## config.mk

```make
export PLATFORM = sky130hd
export DESIGN_NAME = srs_serializer_ready_status
export DESIGN_NICKNAME = d
export VERILOG_FILES = /design/src/rtl/srs_pkg.sv /design/src/rtl/srs_ser_ready.sv /design/src/rtl/srs_serializer_ready_status.sv
export SDC_FILE = /design/constraint.sdc
export NUM_CORES = 1
export LEC_CHECK = 0
export BUFFER_PORTS_ARGS = -buffer_cell sky130_fd_sc_hd__clkbuf_2
export CORE_MARGIN = 2
export CORE_UTILIZATION = 54
export DETAILED_ROUTE_END_ITERATION = 12
export PLACE_DENSITY = 0.79
export SYNTH_ARGS = -nofsm -noshare
export SYNTH_HDL_FRONTEND = slang
export SYNTH_SLANG_ARGS = --single-unit
```

## constraint.sdc

```tcl
create_clock -name clk_sys -period 2.5 [get_ports clk_sys]
set_input_delay 0.5 -clock clk_sys [delete_from_list [all_inputs] [get_ports clk_sys]]
set_output_delay 0.5 -clock clk_sys [all_outputs]
set_load 0.005 [all_outputs]
```

## src/rtl/srs_pkg.sv

```systemverilog
package srs_pkg;

   // Geometry
   localparam int NUM_SER = 16;
   localparam int ADDR_W = 9;

   // Register byte offsets
   localparam logic [8:0] OFS_TX_DMA_CTL = 9'h0cc;
   localparam logic [8:0] OFS_SER_CTL_BASE = 9'h180;
   localparam logic [8:0] OFS_SER_CTL_LAST = 9'h1bc;
   localparam logic [8:0] OFS_EVT_STATUS = 9'h1c0;
   localparam logic [8:0] OFS_EVT_MASK = 9'h1c4;

   // Field positions
   localparam int BIT_DMA_EN = 0;
   localparam int BIT_MODE_LO = 0;
   localparam int BIT_DRIVE_LO = 2;
   localparam int BIT_TX_RDY = 4;
   localparam int BIT_RX_RDY = 5;
   localparam int CTL_USED_W = 6;
   localparam int UNDERRUN_LO = 16;

   // Serializer modes
   localparam logic [1:0] MODE_INACTIVE = 2'h0;
   localparam logic [1:0] MODE_TX = 2'h1;
   localparam logic [1:0] MODE_RX = 2'h2;

   // Idle pin drive modes
   localparam logic [1:0] DRIVE_TRI = 2'h0;
   localparam logic [1:0] DRIVE_LOW = 2'h2;
   localparam logic [1:0] DRIVE_HIGH = 2'h3;

   // Values after reset
   localparam logic RST_DMA_EN_BIT = 1'b0;
   localparam logic [3:0] RST_SER_CTL = 4'h0;
   localparam logic [31:0] RST_WORD = 32'h0;

   // Writable part of a serializer control word
   typedef struct packed {
      logic [1:0] drive;
      logic [1:0] mode;
   } srs_ser_ctl_t;

   // Per-serializer state and event pulses
   typedef struct packed {
      logic rx_ready;
      logic tx_ready;
      logic rx_overrun;
      logic tx_underrun;
   } srs_ser_stat_t;

endpackage : srs_pkg

```

## src/rtl/srs_ser_ready.sv

```systemverilog
`timescale 1ns/1ps
`default_nettype none
module srs_ser_ready
   import srs_pkg::*;
(
   // Clock and reset
   input wire logic clk_sys,
   input wire logic resetn,
   // Configuration
   input wire logic [1:0] mode,
   input wire logic clear_level,
   input wire logic clear_rise,
   // Buffer events
   input wire logic rx_load,
   input wire logic rx_read,
   input wire logic tx_write,
   input wire logic slot_start,
   // State out
   output srs_ser_stat_t stat
);

   logic rx_rdy_reg, rx_rdy_next;
   logic tx_rdy_reg, tx_rdy_next;
   logic ovr_reg, ovr_next;
   logic und_reg, und_next;

   // Ready flags; a setting event wins over a clearing one
   always_comb begin
      rx_rdy_next = rx_rdy_reg;
      if (mode != MODE_RX) begin
         rx_rdy_next = 1'b0;
      end else if (rx_load) begin
         rx_rdy_next = 1'b1;
      end else if (rx_read) begin
         rx_rdy_next = 1'b0;
      end
      tx_rdy_next = tx_rdy_reg;
      if (mode != MODE_TX) begin
         tx_rdy_next = 1'b0;
      end else if (clear_rise) begin
         tx_rdy_next = 1'b1;
      end else if (!clear_level || tx_write) begin
         tx_rdy_next = 1'b0;
      end
      // Slot boundary with buffer still unserviced
      ovr_next = (mode == MODE_RX) && slot_start && rx_rdy_reg && !rx_read;
      und_next = (mode == MODE_TX) && clear_level && slot_start && tx_rdy_reg && !tx_write;
   end

   // State registers
   always_ff @(posedge clk_sys or negedge resetn) begin
      if (!resetn) begin
         rx_rdy_reg <= 1'b0;
         tx_rdy_reg <= 1'b0;
         ovr_reg <= 1'b0;
         und_reg <= 1'b0;
      end else begin
         rx_rdy_reg <= rx_rdy_next;
         tx_rdy_reg <= tx_rdy_next;
         ovr_reg <= ovr_next;
         und_reg <= und_next;
      end
   end

   assign stat = '{rx_ready: rx_rdy_reg, tx_ready: tx_rdy_reg, rx_overrun: ovr_reg, tx_underrun: und_reg};

endmodule : srs_ser_ready
`default_nettype wire

```

## src/rtl/srs_serializer_ready_status.sv

```systemverilog
`timescale 1ns/1ps
`default_nettype none
// Function
// DMA request enable bit value 0 means transmit DMA requests are enabled.
// Software always writes 0 into the transmit DMA request enable bit.
// Reserved bits of DMA control and serializer control read 0, writes ignored.
// Sixteen serializer control words at consecutive word addresses 0x180 to 0x1bc.
// Receive ready bit 5 reads 0 when serializer is transmitter or inactive.
// In receive mode, receive ready sets whenever a word enters the receive buffer.
// Receive ready still set at next slot start registers a receiver overrun.
// Transmit ready bit 4 reads 0 when serializer is receiver or inactive.
// In transmit mode, transmit ready sets on rising edge of transmit clear control.
// Transmit ready holds until clear control drops, buffer written, or mode leaves transmit.
// Transmit ready still set at next slot start registers a transmit underrun.
// Idle pin drive: 0 high impedance, 2 low, 3 high, 1 reserved.
// Receive ready clears when the receive buffer is read.
module srs_serializer_ready_status
   import srs_pkg::*;
(
   // Clock and reset
   input wire logic clk_sys,
   input wire logic resetn,
   // Register port
   input wire logic [ADDR_W-1:0] reg_addr,
   input wire logic [31:0] reg_wdata,
   input wire logic reg_wr,
   input wire logic reg_rd,
   output logic [31:0] reg_rdata,
   // Global transmit control and slot timing
   input wire logic tx_serializer_clear,
   input wire logic slot_start,
   // Serializer buffer events
   input wire logic [NUM_SER-1:0] rx_word_load,
   input wire logic [NUM_SER-1:0] rx_buf_read,
   input wire logic [NUM_SER-1:0] tx_buf_write,
   input wire logic [NUM_SER-1:0] tx_inactive_slot,
   // Status towards the data path
   output logic tx_data_dma_request_enable,
   output logic [NUM_SER-1:0] rx_buffer_ready,
   output logic [NUM_SER-1:0] tx_buffer_ready,
   output logic [2*NUM_SER-1:0] serializer_mode,
   // Idle pin drive
   output logic [NUM_SER-1:0] pin_idle_out,
   output logic [NUM_SER-1:0] pin_idle_oe,
   // Interrupt
   output logic irq
);

   // Address in the serializer control range, word aligned
   function automatic logic ser_ctl_hit(input logic [ADDR_W-1:0] a);
      ser_ctl_hit = (a >= OFS_SER_CTL_BASE) && (a <= OFS_SER_CTL_LAST) && (a[1:0] == 2'h0);
   endfunction : ser_ctl_hit

   // Serializer number from a control address
   function automatic logic [3:0] ser_index(input logic [ADDR_W-1:0] a);
      logic [ADDR_W-1:0] rel;
      rel = a - OFS_SER_CTL_BASE;
      ser_index = rel[5:2];
   endfunction : ser_index

   // Pin level and enable for one idle serializer
   function automatic logic [1:0] idle_drive(input logic idle, input logic [1:0] drv);
      idle_drive = 2'h0;
      if (idle) begin
         case (drv)
            DRIVE_LOW: idle_drive = 2'h2;
            DRIVE_HIGH: idle_drive = 2'h3;
            default: idle_drive = 2'h0;
         endcase
      end
   endfunction : idle_drive

   logic dma_bit_reg, dma_bit_next;
   srs_ser_ctl_t [NUM_SER-1:0] ctl_reg;
   srs_ser_ctl_t [NUM_SER-1:0] ctl_next;
   logic [31:0] status_reg, status_next;
   logic [31:0] mask_reg, mask_next;
   logic [31:0] rdata_reg, rdata_next;
   logic irq_reg, irq_next;
   logic dma_en_reg, dma_en_next;
   logic clear_prev_reg;
   logic clear_rise;
   logic [NUM_SER-1:0] pin_out_reg, pin_out_next;
   logic [NUM_SER-1:0] pin_oe_reg, pin_oe_next;
   srs_ser_stat_t [NUM_SER-1:0] stat;
   logic [31:0] events;
   logic [2*NUM_SER-1:0] mode_flat;

   // Rising edge of the global transmit clear control
   assign clear_rise = tx_serializer_clear && !clear_prev_reg;

   // Per-serializer ready tracking
   genvar g;
   generate
      for (g = 0; g < NUM_SER; g++) begin : g_ser
         srs_ser_ready u_ready (
            .clk_sys(clk_sys),
            .resetn(resetn),
            .mode(ctl_reg[g].mode),
            .clear_level(tx_serializer_clear),
            .clear_rise(clear_rise),
            .rx_load(rx_word_load[g]),
            .rx_read(rx_buf_read[g]),
            .tx_write(tx_buf_write[g]),
            .slot_start(slot_start),
            .stat(stat[g])
         );
         assign events[g] = stat[g].rx_overrun;
         assign events[UNDERRUN_LO+g] = stat[g].tx_underrun;
         assign rx_buffer_ready[g] = stat[g].rx_ready;
         assign tx_buffer_ready[g] = stat[g].tx_ready;
         assign mode_flat[2*g+1:2*g] = ctl_reg[g].mode;
      end
   endgenerate

   // Register writes, event capture and interrupt level
   always_comb begin
      dma_bit_next = dma_bit_reg;
      ctl_next = ctl_reg;
      mask_next = mask_reg;
      status_next = status_reg;
      if (reg_wr) begin
         if (reg_addr == OFS_TX_DMA_CTL) begin
            dma_bit_next = reg_wdata[BIT_DMA_EN];
         end
         if (ser_ctl_hit(reg_addr)) begin
            ctl_next[ser_index(reg_addr)] = reg_wdata[BIT_DRIVE_LO+1:BIT_MODE_LO];
         end
         if (reg_addr == OFS_EVT_MASK) begin
            mask_next = reg_wdata;
         end
         if (reg_addr == OFS_EVT_STATUS) begin
            status_next = status_reg & ~reg_wdata;
         end
      end
      // New events win over a clear in the same cycle
      status_next = status_next | events;
      irq_next = |(status_next & mask_next);
      // Bit value 0 is the enabled state
      dma_en_next = (dma_bit_next == 1'b0);
   end

   // Read data, valid only in the cycle after the read strobe
   always_comb begin
      rdata_next = RST_WORD;
      if (reg_rd) begin
         if (reg_addr == OFS_TX_DMA_CTL) begin
            rdata_next[BIT_DMA_EN] = dma_bit_reg;
         end else if (ser_ctl_hit(reg_addr)) begin
            rdata_next[BIT_MODE_LO+1:BIT_MODE_LO] = ctl_reg[ser_index(reg_addr)].mode;
            rdata_next[BIT_DRIVE_LO+1:BIT_DRIVE_LO] = ctl_reg[ser_index(reg_addr)].drive;
            rdata_next[BIT_TX_RDY] = stat[ser_index(reg_addr)].tx_ready &&
               (ctl_reg[ser_index(reg_addr)].mode == MODE_TX);
            rdata_next[BIT_RX_RDY] = stat[ser_index(reg_addr)].rx_ready &&
               (ctl_reg[ser_index(reg_addr)].mode == MODE_RX);
         end else if (reg_addr == OFS_EVT_STATUS) begin
            rdata_next = status_reg;
         end else if (reg_addr == OFS_EVT_MASK) begin
            rdata_next = mask_reg;
         end
      end
   end

   // Idle drive on inactive serializers and inactive transmit slots
   always_comb begin
      logic [1:0] d;
      d = 2'h0;
      pin_out_next = '0;
      pin_oe_next = '0;
      for (int i = 0; i < NUM_SER; i++) begin
         d = idle_drive((ctl_reg[i].mode == MODE_INACTIVE) ||
                        ((ctl_reg[i].mode == MODE_TX) && tx_inactive_slot[i]), ctl_reg[i].drive);
         pin_oe_next[i] = d[1];
         pin_out_next[i] = d[0];
      end
   end

   // All block registers
   always_ff @(posedge clk_sys or negedge resetn) begin
      if (!resetn) begin
         dma_bit_reg <= RST_DMA_EN_BIT;
         ctl_reg <= {NUM_SER{RST_SER_CTL}};
         status_reg <= RST_WORD;
         mask_reg <= RST_WORD;
         rdata_reg <= RST_WORD;
         irq_reg <= 1'b0;
         dma_en_reg <= 1'b1;
         clear_prev_reg <= 1'b0;
         pin_out_reg <= '0;
         pin_oe_reg <= '0;
      end else begin
         dma_bit_reg <= dma_bit_next;
         ctl_reg <= ctl_next;
         status_reg <= status_next;
         mask_reg <= mask_next;
         rdata_reg <= rdata_next;
         irq_reg <= irq_next;
         dma_en_reg <= dma_en_next;
         clear_prev_reg <= tx_serializer_clear;
         pin_out_reg <= pin_out_next;
         pin_oe_reg <= pin_oe_next;
      end
   end

   // Outputs
   assign reg_rdata = rdata_reg;
   assign irq = irq_reg;
   assign tx_data_dma_request_enable = dma_en_reg;
   assign serializer_mode = mode_flat;
   assign pin_idle_out = pin_out_reg;
   assign pin_idle_oe = pin_oe_reg;

   for (genvar i = 0; i < NUM_SER; i++) begin : g_chk

   end
endmodule : srs_serializer_ready_status
`default_nettype wire

```

# Word level (Yosys, flattened, before mapping)
# Index checks and enable logic that the tools add are counted.
[word_totals]
wordCells = 615
in_bits = 111
out_inout_bits = 130
ff_bits = 260
[classes]
n_reduce_logical = 251
n_eq_ne = 101
magnitude_cmp = 4
bitwise = 5
mux = 148
n_addsub = 1
[ops]
columns = ["cell", "n"]
rows = [
  ["two-way mux 32 bit", 7],
  ["logical AND 1 bit", 134],
  ["two-way mux 1 bit", 99],
  ["equality test 2 bit (second input constant)", 49],
  ["nonzero test 3 bit", 32],
  ["AND 32 bit", 2],
  ["bitwise mux 64 bit", 1],
  ["case mux 2 bit (2 select lines)", 16],
  ["equality test 2 x 1 -> 1 bit (second input constant)", 17],
  ["zero test 1 bit", 34],
  ["zero test 2 bit", 17],
  ["binary-select mux 4 bit (select 4 bit)", 2],
  ["logical OR 1 bit", 32],
  ["two-way mux 2 bit", 16],
  ["inequality test 2 x 1 -> 1 bit (second input constant)", 16],
  ["inequality test 2 bit (second input constant)", 16],
  ["inverter 32 bit", 1],
  ["bitwise OR 32 bit", 1],
  ["OR reduction 32 bit", 1],
  ["two-way mux 31 bit", 1],
  ["two-way mux 26 bit", 1],
  ["equality test 9 bit (second input constant)", 2],
  ["demux 4 bit (select 4 bit)", 1],
  ["two-way mux 4 bit", 3],
  ["9 further kinds", 9],
]

# Longest topological paths before layout
# Gate-level depths: netlist of run 1.
[logic_depth]
word_depth = 8
mapped_depth = 9
ltp_nobuf = 6

# By module
# From an unflattened synthesis of run 1, not the netlist that was laid out.
[unflattened]
cells_unflattened = 931
area_unflattened_um2 = 12289.3
[by_module_without_submodules]
columns = ["mod", "instances", "area_per_inst_um2", "seq_area_each_um2", "cells_per_inst"]
rows = [
  ["srs_serializer_ready_status", 1, 8785.9, 4906.0, 643],
  ["srs_ser_ready", 16, 219.0, 100.1, 18],
]

# Worst setup path before layout of run 1
# Ideal clock, no wire load.
[synth_timing]
path_type = "input to register"
startpoint = "input reg_addr[2]"
endpoint = "register rdata_reg[3], in the netlist reg_rdata[3]"
slack_ns = 0.102
setup_ns = 0.135
stages = 7
t_arrival_ns = 2.264
path_buffers = 3
t_required_ns = 2.365
cell_sequence = "buf_4 > buf_4 > buf_2 > mux4_2 > mux4_2 > a22oi_1 > nor2_1"
[synth_between]
elab_chain_cells = 6
elab_cells_between_ends = 15
classes_between = "1 x add/sub; 2 x order compare; 3 x eq/ne; 7 x mux; 2 x reduce/logical"
[synth_lines]
columns = ["element", "line_no", "rtl"]
rows = [
  ["start, declared", "srs_serializer_ready_status.sv:24", "input wire logic [ADDR_W-1:0] reg_addr,"],
  ["subtractor 6 x 1 -> 6 bit, or another cell as far along", "srs_serializer_ready_status.sv:57", "rel = a - OFS_SER_CTL_BASE;"],
  ["binary-select mux 4 bit (select 4 bit), or another cell as far along", "srs_serializer_ready_status.sv:151", "rdata_next[BIT_DRIVE_LO+1:BIT_DRIVE_LO] = ctl_reg[ser_index(reg_addr)].drive;"],
  ["two-way mux 4 bit, or another cell as far along", "-", ""],
  ["two-way mux 6 bit", "srs_serializer_ready_status.sv:149", "end else if (ser_ctl_hit(reg_addr)) begin"],
  ["two-way mux 31 bit *", "srs_serializer_ready_status.sv:147", "if (reg_addr == OFS_TX_DMA_CTL) begin"],
  ["two-way mux 32 bit *", "srs_serializer_ready_status.sv:146", "if (reg_rd) begin"],
  ["named net rdata_next[3]", "srs_serializer_ready_status.sv:78", "logic [31:0] rdata_reg, rdata_next;"],
  ["end signal, assigned", "srs_serializer_ready_status.sv:196", "rdata_reg <= rdata_next;"],
  ["end, declared", "srs_serializer_ready_status.sv:78", ""],
]
# Mark *: on every way through the listed nets, which the timed path passes. The rest lies on a longest branch. The select of a mux whose other input is x is not followed.
# A chain may end at the register's enable or synchronous reset.

# Final worst setup path of run 1
[layout_timing]
startpoint = "input reg_addr[1]"
endpoint = "register irq_reg, in the netlist irq"
[layout_between]
elab_chain_cells = 6
elab_cells_between_ends = 9
classes_between = "2 x eq/ne; 4 x mux; 2 x bitwise; 1 x reduce/logical"
[layout_lines]
columns = ["element", "line_no", "rtl"]
rows = [
  ["equality test 9 bit", "srs_serializer_ready_status.sv:132", "if (reg_addr == OFS_EVT_STATUS) begin"],
  ["two-way mux 32 bit", "srs_serializer_ready_status.sv:132", ""],
  ["two-way mux 32 bit", "srs_serializer_ready_status.sv:122", "if (reg_wr) begin"],
  ["bitwise OR 32 bit", "srs_serializer_ready_status.sv:137", "status_next = status_next | events;"],
  ["AND 32 bit *", "srs_serializer_ready_status.sv:138", "irq_next = |(status_next & mask_next);"],
  ["OR reduction 32 bit *", "srs_serializer_ready_status.sv:138", ""],
  ["named net irq_next", "srs_serializer_ready_status.sv:79", "logic irq_reg, irq_next;"],
  ["end signal, assigned", "srs_serializer_ready_status.sv:197", "irq_reg <= irq_next;"],
  ["end, declared", "srs_serializer_ready_status.sv:79", ""],
]
# Mark *: on every way through the listed nets, which the timed path passes. The rest lies on a longest branch.

==> impl_metrics.json, run 1 <==
{
  "drt_iter0_markers": 811,
  "cts_buffers": 26,
  "finalPower_w": 0.008920,
  "end_kind": "register",
  "clock_sinks": 260,
  "r2r_end": "reg_rdata[0]",
  "slowest_stage": "a2111oi_0",
  "numPortBuffers": 240,
  "overflow": 0,
  "relSlewSlack_pct": 57.55,
  "grt_use_met2_pct": 45.34,
  "layout_worst_path_cycle_share_pct": 94.18,
  "route.vias.total": 8761,
  "drt-total-wl_mm": 33.22,
  "start_util_pct": 55.50,
  "cp.arrival_ns": 2.76,
  "viasPerCell": 5.900,
  "areaGrowthSynthToFinish_pct": 21.25,
  "hp-start": "reg_rd",
  "ys_types": 47,
  "netlist_instances": 947,
  "use_met1_pct": 40.59,
  "grt_max_degree": 73,
  "root_buffer": "clkbuf_16",
  "placement_rows": 53,
  "finalCriticalPeriod_ns": 2.355,
  "tns_ns": 0,
  "path_clk_slew_ns": 0.06,
  "skew_ns": 0.01025,
  "synthesis.nets": 1058,
  "cts-htree-levels": 1,
  "grt_pass1_wl_mm": 50.67,
  "critPathRequiredTime_ns": 2.91,
  "final_layout_size_suffix_gt1_share_pct": 40.20,
  "startpoint_type": "input port",
  "first_pass_iters": 8,
  "syn_area_um2": 11740,
  "hold_ws_ns": 0.2037,
  "finalNetCount": 1300,
  "async_flop_share_pct": 100.0,
  "top_usage_layer": "met2",
  "setup_viol": 0,
  "cts_tree": "built",
  "fp.dieArea_um2": 22940,
  "pin_count": 241,
  "power_density_nw_per_um2": 626.7,
  "netlist_top_cells_area": "dfrtp_1, mux2_2, mux4_2",
  "die_x_um": 151.4,
  "clock.fmax_mhz": 424.7,
  "post_cts_buffers": 0,
  "crit_family": "compound AO/OA/AOI/OAI gates",
  "cts_resized": 0,
  "wl_per_cell_um": 22.37,
  "r2r-start": "serializer_mode[30]",
  "cts_buffer_depth": 3,
  "hold_depth": 2,
  "yosysTopAreaCellShare_pct": 55.21,
  "status": "finished clean",
  "core_um2": 21150,
  "hold_viol": 0,
  "rrSetupSlack_ns": 0.45,
  "grt_pass1_vias": 8902,
  "grtUsageMet3_pct": 5.723,
  "final_cell_area_um2": 14230,
  "grt_usage_pct": 29.42,
  "worstMarginPinSlew_ns": 0.6368,
  "cts_hold_buf": 1,
  "min_path_type": "in2reg",
  "syn_area_per_cell_um2": 12.40,
  "synth_ff_type": "dfrtp_1",
  "gp_congestion": 0.8942,
  "rsz0062_at_grt": "false",
  "drcViolationCount": 0,
  "final_core_util_pct": 67.29,
  "ys_seq_elements": 260,
  "ir_worst_vdd_mv": 0.5114,
  "cpPeakStageDelay_ns": 0.55,
  "dieHeight_um": 151.4,
  "p_leak_nw": 7.538,
  "insertion_delay_ns": 0.53,
  "seq_area_frac_synth_pct": 55.43,
  "place_area_um2": 13360,
  "holdPathEnd": "reg_rdata[0]",
  "slew_viol_final": 0,
  "cp_cell_sequence": "clkbuf_2 > or4b_1 > buf_4 > o31ai_1 > a22oi_1 > a2111oi_0 > and4_1 > nand4_1",
  "crit_fanout": 14,
  "place_hpwl_mm": 24.40,
  "yosysTopAreaCell": "dfrtp_1",
  "maxCapViolations": 0,
  "reg2reg_depth": 4,
  "synth-edff-count": 0,
  "antenna_found_initial": 2,
  "worstSetupPathType": "in2reg",
  "final_antenna_net_count": 0,
  "yosys_warnings": 0,
  "worst-path-buf-inv": 2
}
==> synth_stat cells (5+ instances only) <==
library cell  count
nor4b_1          12
nor2b_1          32
buf_2            14
a22o_1            6
mux4_2           30
nor3b_1          25
mux2i_1          27
o31ai_1           8
inv_1            34
dfrtp_1         259
a21oi_1          18
nand2_1          47
and4_1            5
a22oi_1          14
a41o_1           12
and4b_1          12
o21ai_0           8
a21o_1           20
mux2_2           82
nand4_1          30
nand3_1           9
and2_1           17
nand2b_1         18
clkbuf_1         25
nor4_1            6
nor2_1           59
nand3b_1         12
buf_4            68
nor3_1            7
==> worst reg2reg max path, stage by stage (launching register included) <==
cell	delay, ns
dfrtp_1	0.49
mux4_2	0.53
mux4_2	0.54
a222oi_1	0.30
nor2b_1	0.08
==> cell families after synthesis <==
logic type	count (synthesis)	synth area share, %
AND/OR/NAND/NOR	299	14.86
flip-flops	260	55.43
buffers and inverters	146	7.055
multiplexers	140	16.02
AO/OA/AOI/OAI	102	6.640
==> area by class of cell <==
type                       count  area [um^2]
fill                        1566         6919
sequential                   260         6507
multi-input combinational    541         4415
timing repair buffer         326         1974
clock buffer                  38        757.0
tap                          275        344.1
inverter                      34        127.6
clock inverter                10        106.4
antenna                        1        2.502
==> metal layers <==
metal | up-vias | routed length [um]
met5 | - | 12
met2 | 473 | 15520
met1 | 4364 | 13050
met4 | 2 | 1585
li1 | 3825 | -
met3 | 97 | 3044
==> worst max path at each step <==
stage,from,endpoint,slack [ns],depth (start not counted)
2_1_floorplan,reg_addr[2],reg_rdata[3],0.10,7
3_3_place_gp,reg_addr[1],irq,-0.24,8
3_5_place_dp,reg_addr[1],irq,-0.34,8
4_1_cts,reg_addr[1],irq,0.22,8
5_1_grt,reg_addr[1],irq,0.04,8
6_report,reg_addr[1],irq,0.15,8
==> where the power goes <==
part	leakage (nW)	switching (W)	total, W	internal, W
sequential	3.54	0.0000651	0.00434	0.00428
combinational	3.58	0.000364	0.000648	0.000284
clock	0.426	0.00162	0.00393	0.00231
==> cells in the final DEF (no fill, tap or decap), types with 14 or more instances in the layout <==
| master | synthesis | layout |
|---|---|---|
| a21o_1 | 20 | 20 |
| a21oi_1 | 18 | 18 |
| a22oi_1 | 14 | 14 |
| and2_1 | 17 | 17 |
| buf_4 | 68 | 77 |
| clkbuf_16 | 0 | 27 |
| clkbuf_2 | 0 | 238 |
| dfrtp_1 | 259 | 259 |
| inv_1 | 34 | 34 |
| mux2_2 | 82 | 82 |
| mux2i_1 | 27 | 27 |
| mux4_2 | 30 | 30 |
| nand2_1 | 47 | 47 |
| nand2b_1 | 18 | 18 |
| nand4_1 | 30 | 30 |
| nor2_1 | 59 | 59 |
| nor2b_1 | 32 | 31 |
| nor3b_1 | 25 | 25 |
==> metrics by stage <==
step / instances / setup WS (ns)
final: 1485 / 0.1454
after global routing: 1484 / 0.03785
after CTS: 1484 / 0.2170
after detailed placement: 1435 / -0.3353
after global placement: 1435 / -0.2389
after floorplan: 947 / 0.1019
No activity file was read; power rests on OpenSTA's default activity.
==> run 2, diff against run 1 <==
--- a/config.mk
+++ b/config.mk
@@ -5,11 +5,12 @@
 export SDC_FILE = /design/constraint.sdc
 export NUM_CORES = 1
 export LEC_CHECK = 0
+export ABC_CLOCK_PERIOD_IN_PS = 2500
 export BUFFER_PORTS_ARGS = -buffer_cell sky130_fd_sc_hd__clkbuf_2
 export CORE_MARGIN = 2
-export CORE_UTILIZATION = 54
+export CORE_UTILIZATION = 55
 export DETAILED_ROUTE_END_ITERATION = 12
-export PLACE_DENSITY = 0.79
+export PLACE_DENSITY = 0.8
 export SYNTH_ARGS = -nofsm -noshare
 export SYNTH_HDL_FRONTEND = slang
 export SYNTH_SLANG_ARGS = --single-unit
==> run 2 against run 1 <==
  * First-iteration DRC count shrank 15%
  * Global-route usage down 0.15 points
  * Design area decreased by 1.1%
  * Cell count is 0.81% lower
  * Count of clock-buffer cells in the layout is 1 lower
  * Setup slack improved by 0.066 ns
  * Worst hold slack improved by 0.0088 ns
  * Utilization down 0.090 points
  * Die area decreased by 1.8%
==> impl_metrics.json, run 2 (same netlist as run 1, synthesis figures left out) <==
{
  "root_buffer": "clkbuf_16",
  "pin_count": 241,
  "post-place-cells": 1421,
  "end_kind": "register",
  "critPathRequiredTime_ns": 2.90,
  "die_x_um": 150.1,
  "multi_input_comb_area_um2": 4415,
  "grt_usage_pct": 29.27,
  "slew_viol_final": 0,
  "fp.dieArea_um2": 22530,
  "min_path_type": "in2reg",
  "viasPerCell": 5.914,
  "pre_cts_slack_ns": -0.2571,
  "combPwrFrac_pct": 7.3,
  "grt_pass1_vias": 8745,
  "cts_tree": "built",
  "worstMarginPinSlew_ns": 0.6628,
  "ir_worst_vdd_mv": 0.4451,
  "finalCriticalPeriod_ns": 2.289,
  "grt_max_degree": 70,
  "dieHeight_um": 150.1,
  "p_sw_share_pct": 23.30,
  "startpoint_type": "input port",
  "power_density_nw_per_um2": 622.4,
  "layout_commonest_cell": "dfrtp_1",
  "worstSetupPathType": "in2reg",
  "cts_resized": 0,
  "setup_viol": 0,
  "p_leak_nw": 7.452,
  "pwr-share-seq_pct": 49.5,
  "cp.arrival_ns": 2.69,
  "layout_worst_path_cycle_share_pct": 91.56,
  "cts_buffer_depth": 3,
  "relSlewSlack_pct": 55.71,
  "finalNetCount": 1286,
  "rsz0062_at_grt": "false",
  "route.vias.total": 8712,
  "crit_fanout": 14,
  "wl_per_cell_um": 22.14,
  "timing.final.ws_setup_ns": 0.2110,
  "final_cell_mix": "dfrtp_1, clkbuf_2, mux2_2",
  "internal-power_w": 0.006722,
  "overflow": 0,
  "insertion_delay_ns": 0.53,
  "numPortBuffers": 240,
  "clock.fmax_mhz": 436.9,
  "maxCapViolations": 0,
  "first_pass_iters": 5,
  "grt_pass1_wl_mm": 49.96,
  "drcViolationCount": 0,
  "num-fill-cells": 1604,
  "clock_sinks": 260,
  "drt_iter0_markers": 687,
  "power.switching_w": 0.002043,
  "path_clk_slew_ns": 0.06,
  "cts_buffers": 26,
  "place_hpwl_mm": 23.97,
  "final_cell_area_um2": 14080,
  "areaGrowthSynthToFinish_pct": 19.95,
  "cts-htree-levels": 1,
  "start_util_pct": 56.02,
  "core_um2": 20960,
  "final_antenna_net_count": 0,
  "placement_rows": 53,
  "final_core_util_pct": 67.20,
  "pwr-share-clk_pct": 43.3,
  "status": "finished clean",
  "antenna_found_initial": 2,
  "register_area_um2": 6507,
  "instances_no_fill": 1473,
  "hold_viol": 0,
  "gp_congestion": 0.8940,
  "finalPower_w": 0.008765,
  "final_layout_size_suffix_gt1_share_pct": 39.58,
  "skew_ns": 0.01186,
  "place_area_um2": 13230,
  "drt-total-wl_mm": 32.62
}
[run 2: path summary, 6_finish.rpt]
path | from | to | slack (ns) | cells after the start
worst min register to register | g_ser[14].u_ready.und_reg | status_reg[30] | 0.46 | 2
worst max register to register | serializer_mode[16] | reg_rdata[0] | 0.42 | 4
max in group asynchronous | resetn | status_reg[0] | 1.23 | 3
worst max-delay path | reg_addr[1] | irq | 0.21 | 8
min in group asynchronous | resetn | status_reg[20] | 0.50 | 2
worst min-delay path | rx_word_load[13] | g_ser[13].u_ready.rx_rdy_reg | 0.21 | 3
[run 2: cell type report]
cell class / count / share of cell area, %
flip-flops and latches: 260 / 46.21
multi-input cells: 541 / 31.35
repair buffers: 312 / 13.10
clock buffers: 37 / 5.269
well taps: 275 / 2.443
inverters: 34 / 0.9063
clock inverters: 11 / 0.6664
diodes: 3 / 0.05331
[run 2: metal layers]
layer	up-vias	wire, um	global-route usage (%)
li1	3818	-	-
met1	4409	13050	40.34
met2	418	15940	47.56
met3	67	2527	5.364
met4	0	1096	9.481
met5	-	0	0
[run 2: worst max-delay path, cell delays in order]
cell and delay, ns:
clkbuf_2 0.12, or4b_1 0.52, buf_4 0.21, o31ai_1 0.28, a22oi_1 0.15, a2111oi_0 0.50, and4_1 0.32, nand4_1 0.09
[run 2: power groups by stage]
stage / logic [W] / clock network [W] / registers, W
global route: 0.000689 / 0.00400 / 0.00434
CTS: 0.000640 / 0.00383 / 0.00433
detailed placement: 0.000633 / 0 / 0.00441
finish: 0.000636 / 0.00379 / 0.00434
global placement: 0.000624 / 0 / 0.00441
floorplan: 0.000293 / 0 / 0.00439
[run 2: timing repair]
action                    4_1_cts  5_1_grt
buffers inserted                0        0
hold endpoints to repair       55        0
hold buffers                    1        0
[run 2: stage by stage]
step | hold slack [ns] | setup TNS, ns
CTS | 0.2034 | 0
finish | 0.2125 | 0
global route | 0.2120 | 0
detailed placement | 0.4395 | -0.3102
floorplan | 0.2044 | 0
global placement | 0.4390 | -0.2837
==> run 3, diff against run 2 <==
--- a/config.mk
+++ b/config.mk
@@ -8,9 +8,11 @@
 export ABC_CLOCK_PERIOD_IN_PS = 2500
 export BUFFER_PORTS_ARGS = -buffer_cell sky130_fd_sc_hd__clkbuf_2
 export CORE_MARGIN = 2
-export CORE_UTILIZATION = 55
+export CORE_UTILIZATION = 56
+export CTS_CLUSTER_SIZE = 40
 export DETAILED_ROUTE_END_ITERATION = 12
-export PLACE_DENSITY = 0.8
+export PLACE_DENSITY = 0.81
 export SYNTH_ARGS = -nofsm -noshare
 export SYNTH_HDL_FRONTEND = slang
+export SYNTH_HIERARCHICAL = 1
 export SYNTH_SLANG_ARGS = --single-unit
==> constraint.sdc (replaced) <==
create_clock -name clk_sys -period 2.5 [get_ports clk_sys]
set_input_delay 0.125 -clock clk_sys [delete_from_list [all_inputs] [get_ports clk_sys]]
set_output_delay 0.125 -clock clk_sys [all_outputs]
set_load 0.005 [all_outputs]
==> run 3 against run 2 <==
  * Clock power is essentially flat
  * Register-to-register slack gained 0.07 ns
  * Critical path depth shrank 3
  * Synthesized area grew 4.7%
  * Synthesized cell count shrank 1.7%
  * Power grew 0.23%
  * Fmax grew 14%
  * Non-clock buffer count grew 67
  * Global-route usage shrank 0.29 points
  * Highest routed layer unchanged
==> impl_metrics.json, run 3 <==
{
  "status": "finished clean",
  "startpoint_type": "register",
  "seq_area_frac_synth_pct": 52.95,
  "clock_sinks": 260,
  "yosys_warnings": 6,
  "place_hpwl_mm": 23.00,
  "grt_pass1_vias": 9075,
  "cp.arrival_ns": 2.45,
  "start_util_pct": 56.66,
  "final_cell_area_um2": 15160,
  "worstMarginPinSlew_ns": 0.7657,
  "skew_ns": 0.01174,
  "route.vias.total": 8568,
  "synthesis.nets": 1042,
  "final_cell_mix": "dfrtp_1, clkbuf_2, dlygate4sd3_1",
  "drt_iter0_markers": 684,
  "async_flop_share_pct": 100.0,
  "synth_most_common_cell": "dfrtp_1",
  "final_antenna_net_count": 0,
  "synth_mux_area_share_pct": 17.05,
  "r2r_end": "reg_rdata[4]",
  "rrSetupSlack_ns": 0.49,
  "grt_pass1_wl_mm": 52.38,
  "finalCriticalPeriod_ns": 2.010,
  "pin_count": 241,
  "viasPerCell": 5.682,
  "fp.dieArea_um2": 23150,
  "hold_ws_ns": 0.02157,
  "cts_tree": "built",
  "gp_congestion": 0.8540,
  "reg2reg_depth": 5,
  "clock.fmax_mhz": 497.6,
  "ys_top_cells_by_count": "dfrtp_1, buf_4, mux2_2",
  "r2r-start": "serializer_mode[17]",
  "cp_cell_sequence": "mux4_2 > mux4_2 > nor2_1 > a32oi_1 > nor2_1",
  "synth_top_family_by_area": "multiplexers",
  "placement_rows": 54,
  "ir_worst_vdd_mv": 0.4605,
  "numPortBuffers": 240,
  "wl_per_cell_um": 22.28,
  "path_clk_slew_ns": 0.06,
  "overflow": 0,
  "final_layout_size_suffix_gt1_share_pct": 41.32,
  "areaGrowthSynthToFinish_pct": 23.34,
  "core_um2": 21690,
  "critPathRequiredTime_ns": 2.94,
  "synthXorXnorAreaFrac_pct": 0,
  "insertion_delay_ns": 0.52,
  "hp-start": "reg_wdata[2]",
  "power_density_nw_per_um2": 579.6,
  "finalNetCount": 1318,
  "min_path_type": "in2reg",
  "cts-htree-levels": 1,
  "yosysTopAreaCell": "dfrtp_1",
  "synth_ff_type": "dfrtp_1",
  "cts_buffers": 27,
  "tns_ns": 0,
  "setup_viol": 0,
  "hold_viol": 0,
  "ys_seq_elements": 260,
  "place_area_um2": 13250,
  "relSlewSlack_pct": 48.96,
  "cts_buffer_depth": 3,
  "num-fill-cells": 1473,
  "crit_fanout": 7,
  "multi_input_comb_area_um2": 4721,
  "layout_commonest_cell": "dfrtp_1",
  "die_x_um": 152.1,
  "cpPeakStageDelay_ns": 0.55,
  "first_pass_iters": 5,
  "yosysTopAreaCellShare_pct": 52.74,
  "slew_viol_final": 0,
  "grt_usage_pct": 28.98,
  "post_cts_buffers": 0,
  "ys_types": 41,
  "drcViolationCount": 0,
  "holdPathEnd": "mask_reg[2]",
  "worstSetupPathType": "reg2reg",
  "synth-simple-area-share_pct": 15.40,
  "synth-edff-count": 0,
  "syn_area_per_cell_um2": 13.20,
  "synth-adder-area-share_pct": 0,
  "slowest_stage": "mux4_2",
  "cts_resized": 0,
  "synth_compound_area_share_pct": 5.936,
  "register_area_um2": 6507,
  "netlist_instances": 931,
  "maxCapViolations": 0,
  "p_leak_nw": 8.071,
  "layout_worst_path_cycle_share_pct": 80.39,
  "rsz0062_at_grt": "false",
  "syn_area_um2": 12290,
  "netlist_top_cells_area": "dfrtp_1, mux2_2, buf_4",
  "drt-total-wl_mm": 33.59,
  "antenna_found_initial": 1,
  "dieHeight_um": 152.1,
  "hold_depth": 2,
  "end_kind": "register",
  "grt_max_degree": 78,
  "root_buffer": "clkbuf_16"
}
-- run 3: cell count changes in the layout (fill, tap and decap cells not counted), moves of 13 or more --
cell / delta
nor2_1: -18
a21oi_2: +16
a21oi_1: -16
buf_4: -35
mux2_2: +13
dlygate4sd3_1: +106
nor3_2: +16
nand2_1: -35
nand3b_4: +16
nor2b_4: +16
inv_1: +15
-- run 3: area by class of cell --
class	count	share of cell area [%]
Antenna cell	1	0.01651
Clock buffer	41	5.135
Clock inverter	8	0.3385
Inverter	49	1.213
Multi-Input combinational cell	490	31.15
Sequential cell	260	42.93
Tap cell	280	2.311
Timing Repair Buffer	379	16.91
-- run 3: cells by family (layout without fill, tap and decap cells) --
group | count (synthesis) | after routing
DFF | 260 | 260
AOI/OAI and AO/OA | 87 | 87
buffers and inverters | 181 | 477
other | 0 | 1
and+or+nand+nor | 244 | 244
muxes | 159 | 159
-- run 3: through the flow --
stage | instances | setup WS (ns) | util [%] | power, W
4_1_cts | 1507 | 0.5098 | 69.87 | 0.008815
6_report | 1508 | 0.4903 | 69.89 | 0.008785
2_1_floorplan | 931 | 0.4656 | - | 0.004636
3_3_place_gp | 1351 | 0.2308 | 61.11 | 0.004956
3_5_place_dp | 1351 | 0.1769 | 61.11 | 0.004968
5_1_grt | 1507 | 0.3936 | 69.87 | 0.009058
-- run 3: routing by layer --
layer  global-route usage (%)  vias to the layer above  part of all wire (%)
met5                        0                        -                     0
met4                    10.41                        0                   3.7
met3                    6.399                       84                   7.8
met2                    48.18                      393                    49
met1                    37.87                     4329                    39
li1                         -                     3762                     -
-- run 3: how the worst max path moves through the flow --
| stage | cells past startpoint | endpoint | from | slack [ns] |
|---|---|---|---|---|
| after floorplan | 9 | irq | reg_addr[4] | 0.47 |
| after global placement | 9 | irq | reg_addr[5] | 0.23 |
| after detailed placement | 9 | irq | reg_addr[5] | 0.18 |
| after CTS | 5 | reg_rdata[4] | serializer_mode[15] | 0.51 |
| after global routing | 5 | reg_rdata[4] | serializer_mode[15] | 0.39 |
| final | 5 | reg_rdata[4] | serializer_mode[17] | 0.49 |
-- run 3: critical path: cells and delay by family, from the launching register on --
family / cells / cell delay (ns)
AOI/OAI and AO/OA: 1 / 0.12
muxes: 2 / 1.02
and+or+nand+nor: 2 / 0.30
DFF: 1 / 0.50
-- run 3: power breakdown --
group	internal, W	total, W	switching, W
Combinational	0.000331	0.000700	0.000370
Clock	0.00214	0.00376	0.00162
Sequential	0.00427	0.00433	0.0000594
-- run 3: repair_timing --
item | 4_1_cts | 5_1_grt
hold endpoints to repair | 208 | 0
endpoints found under the setup margin | 0 | 0
hold buffers | 107 | 0
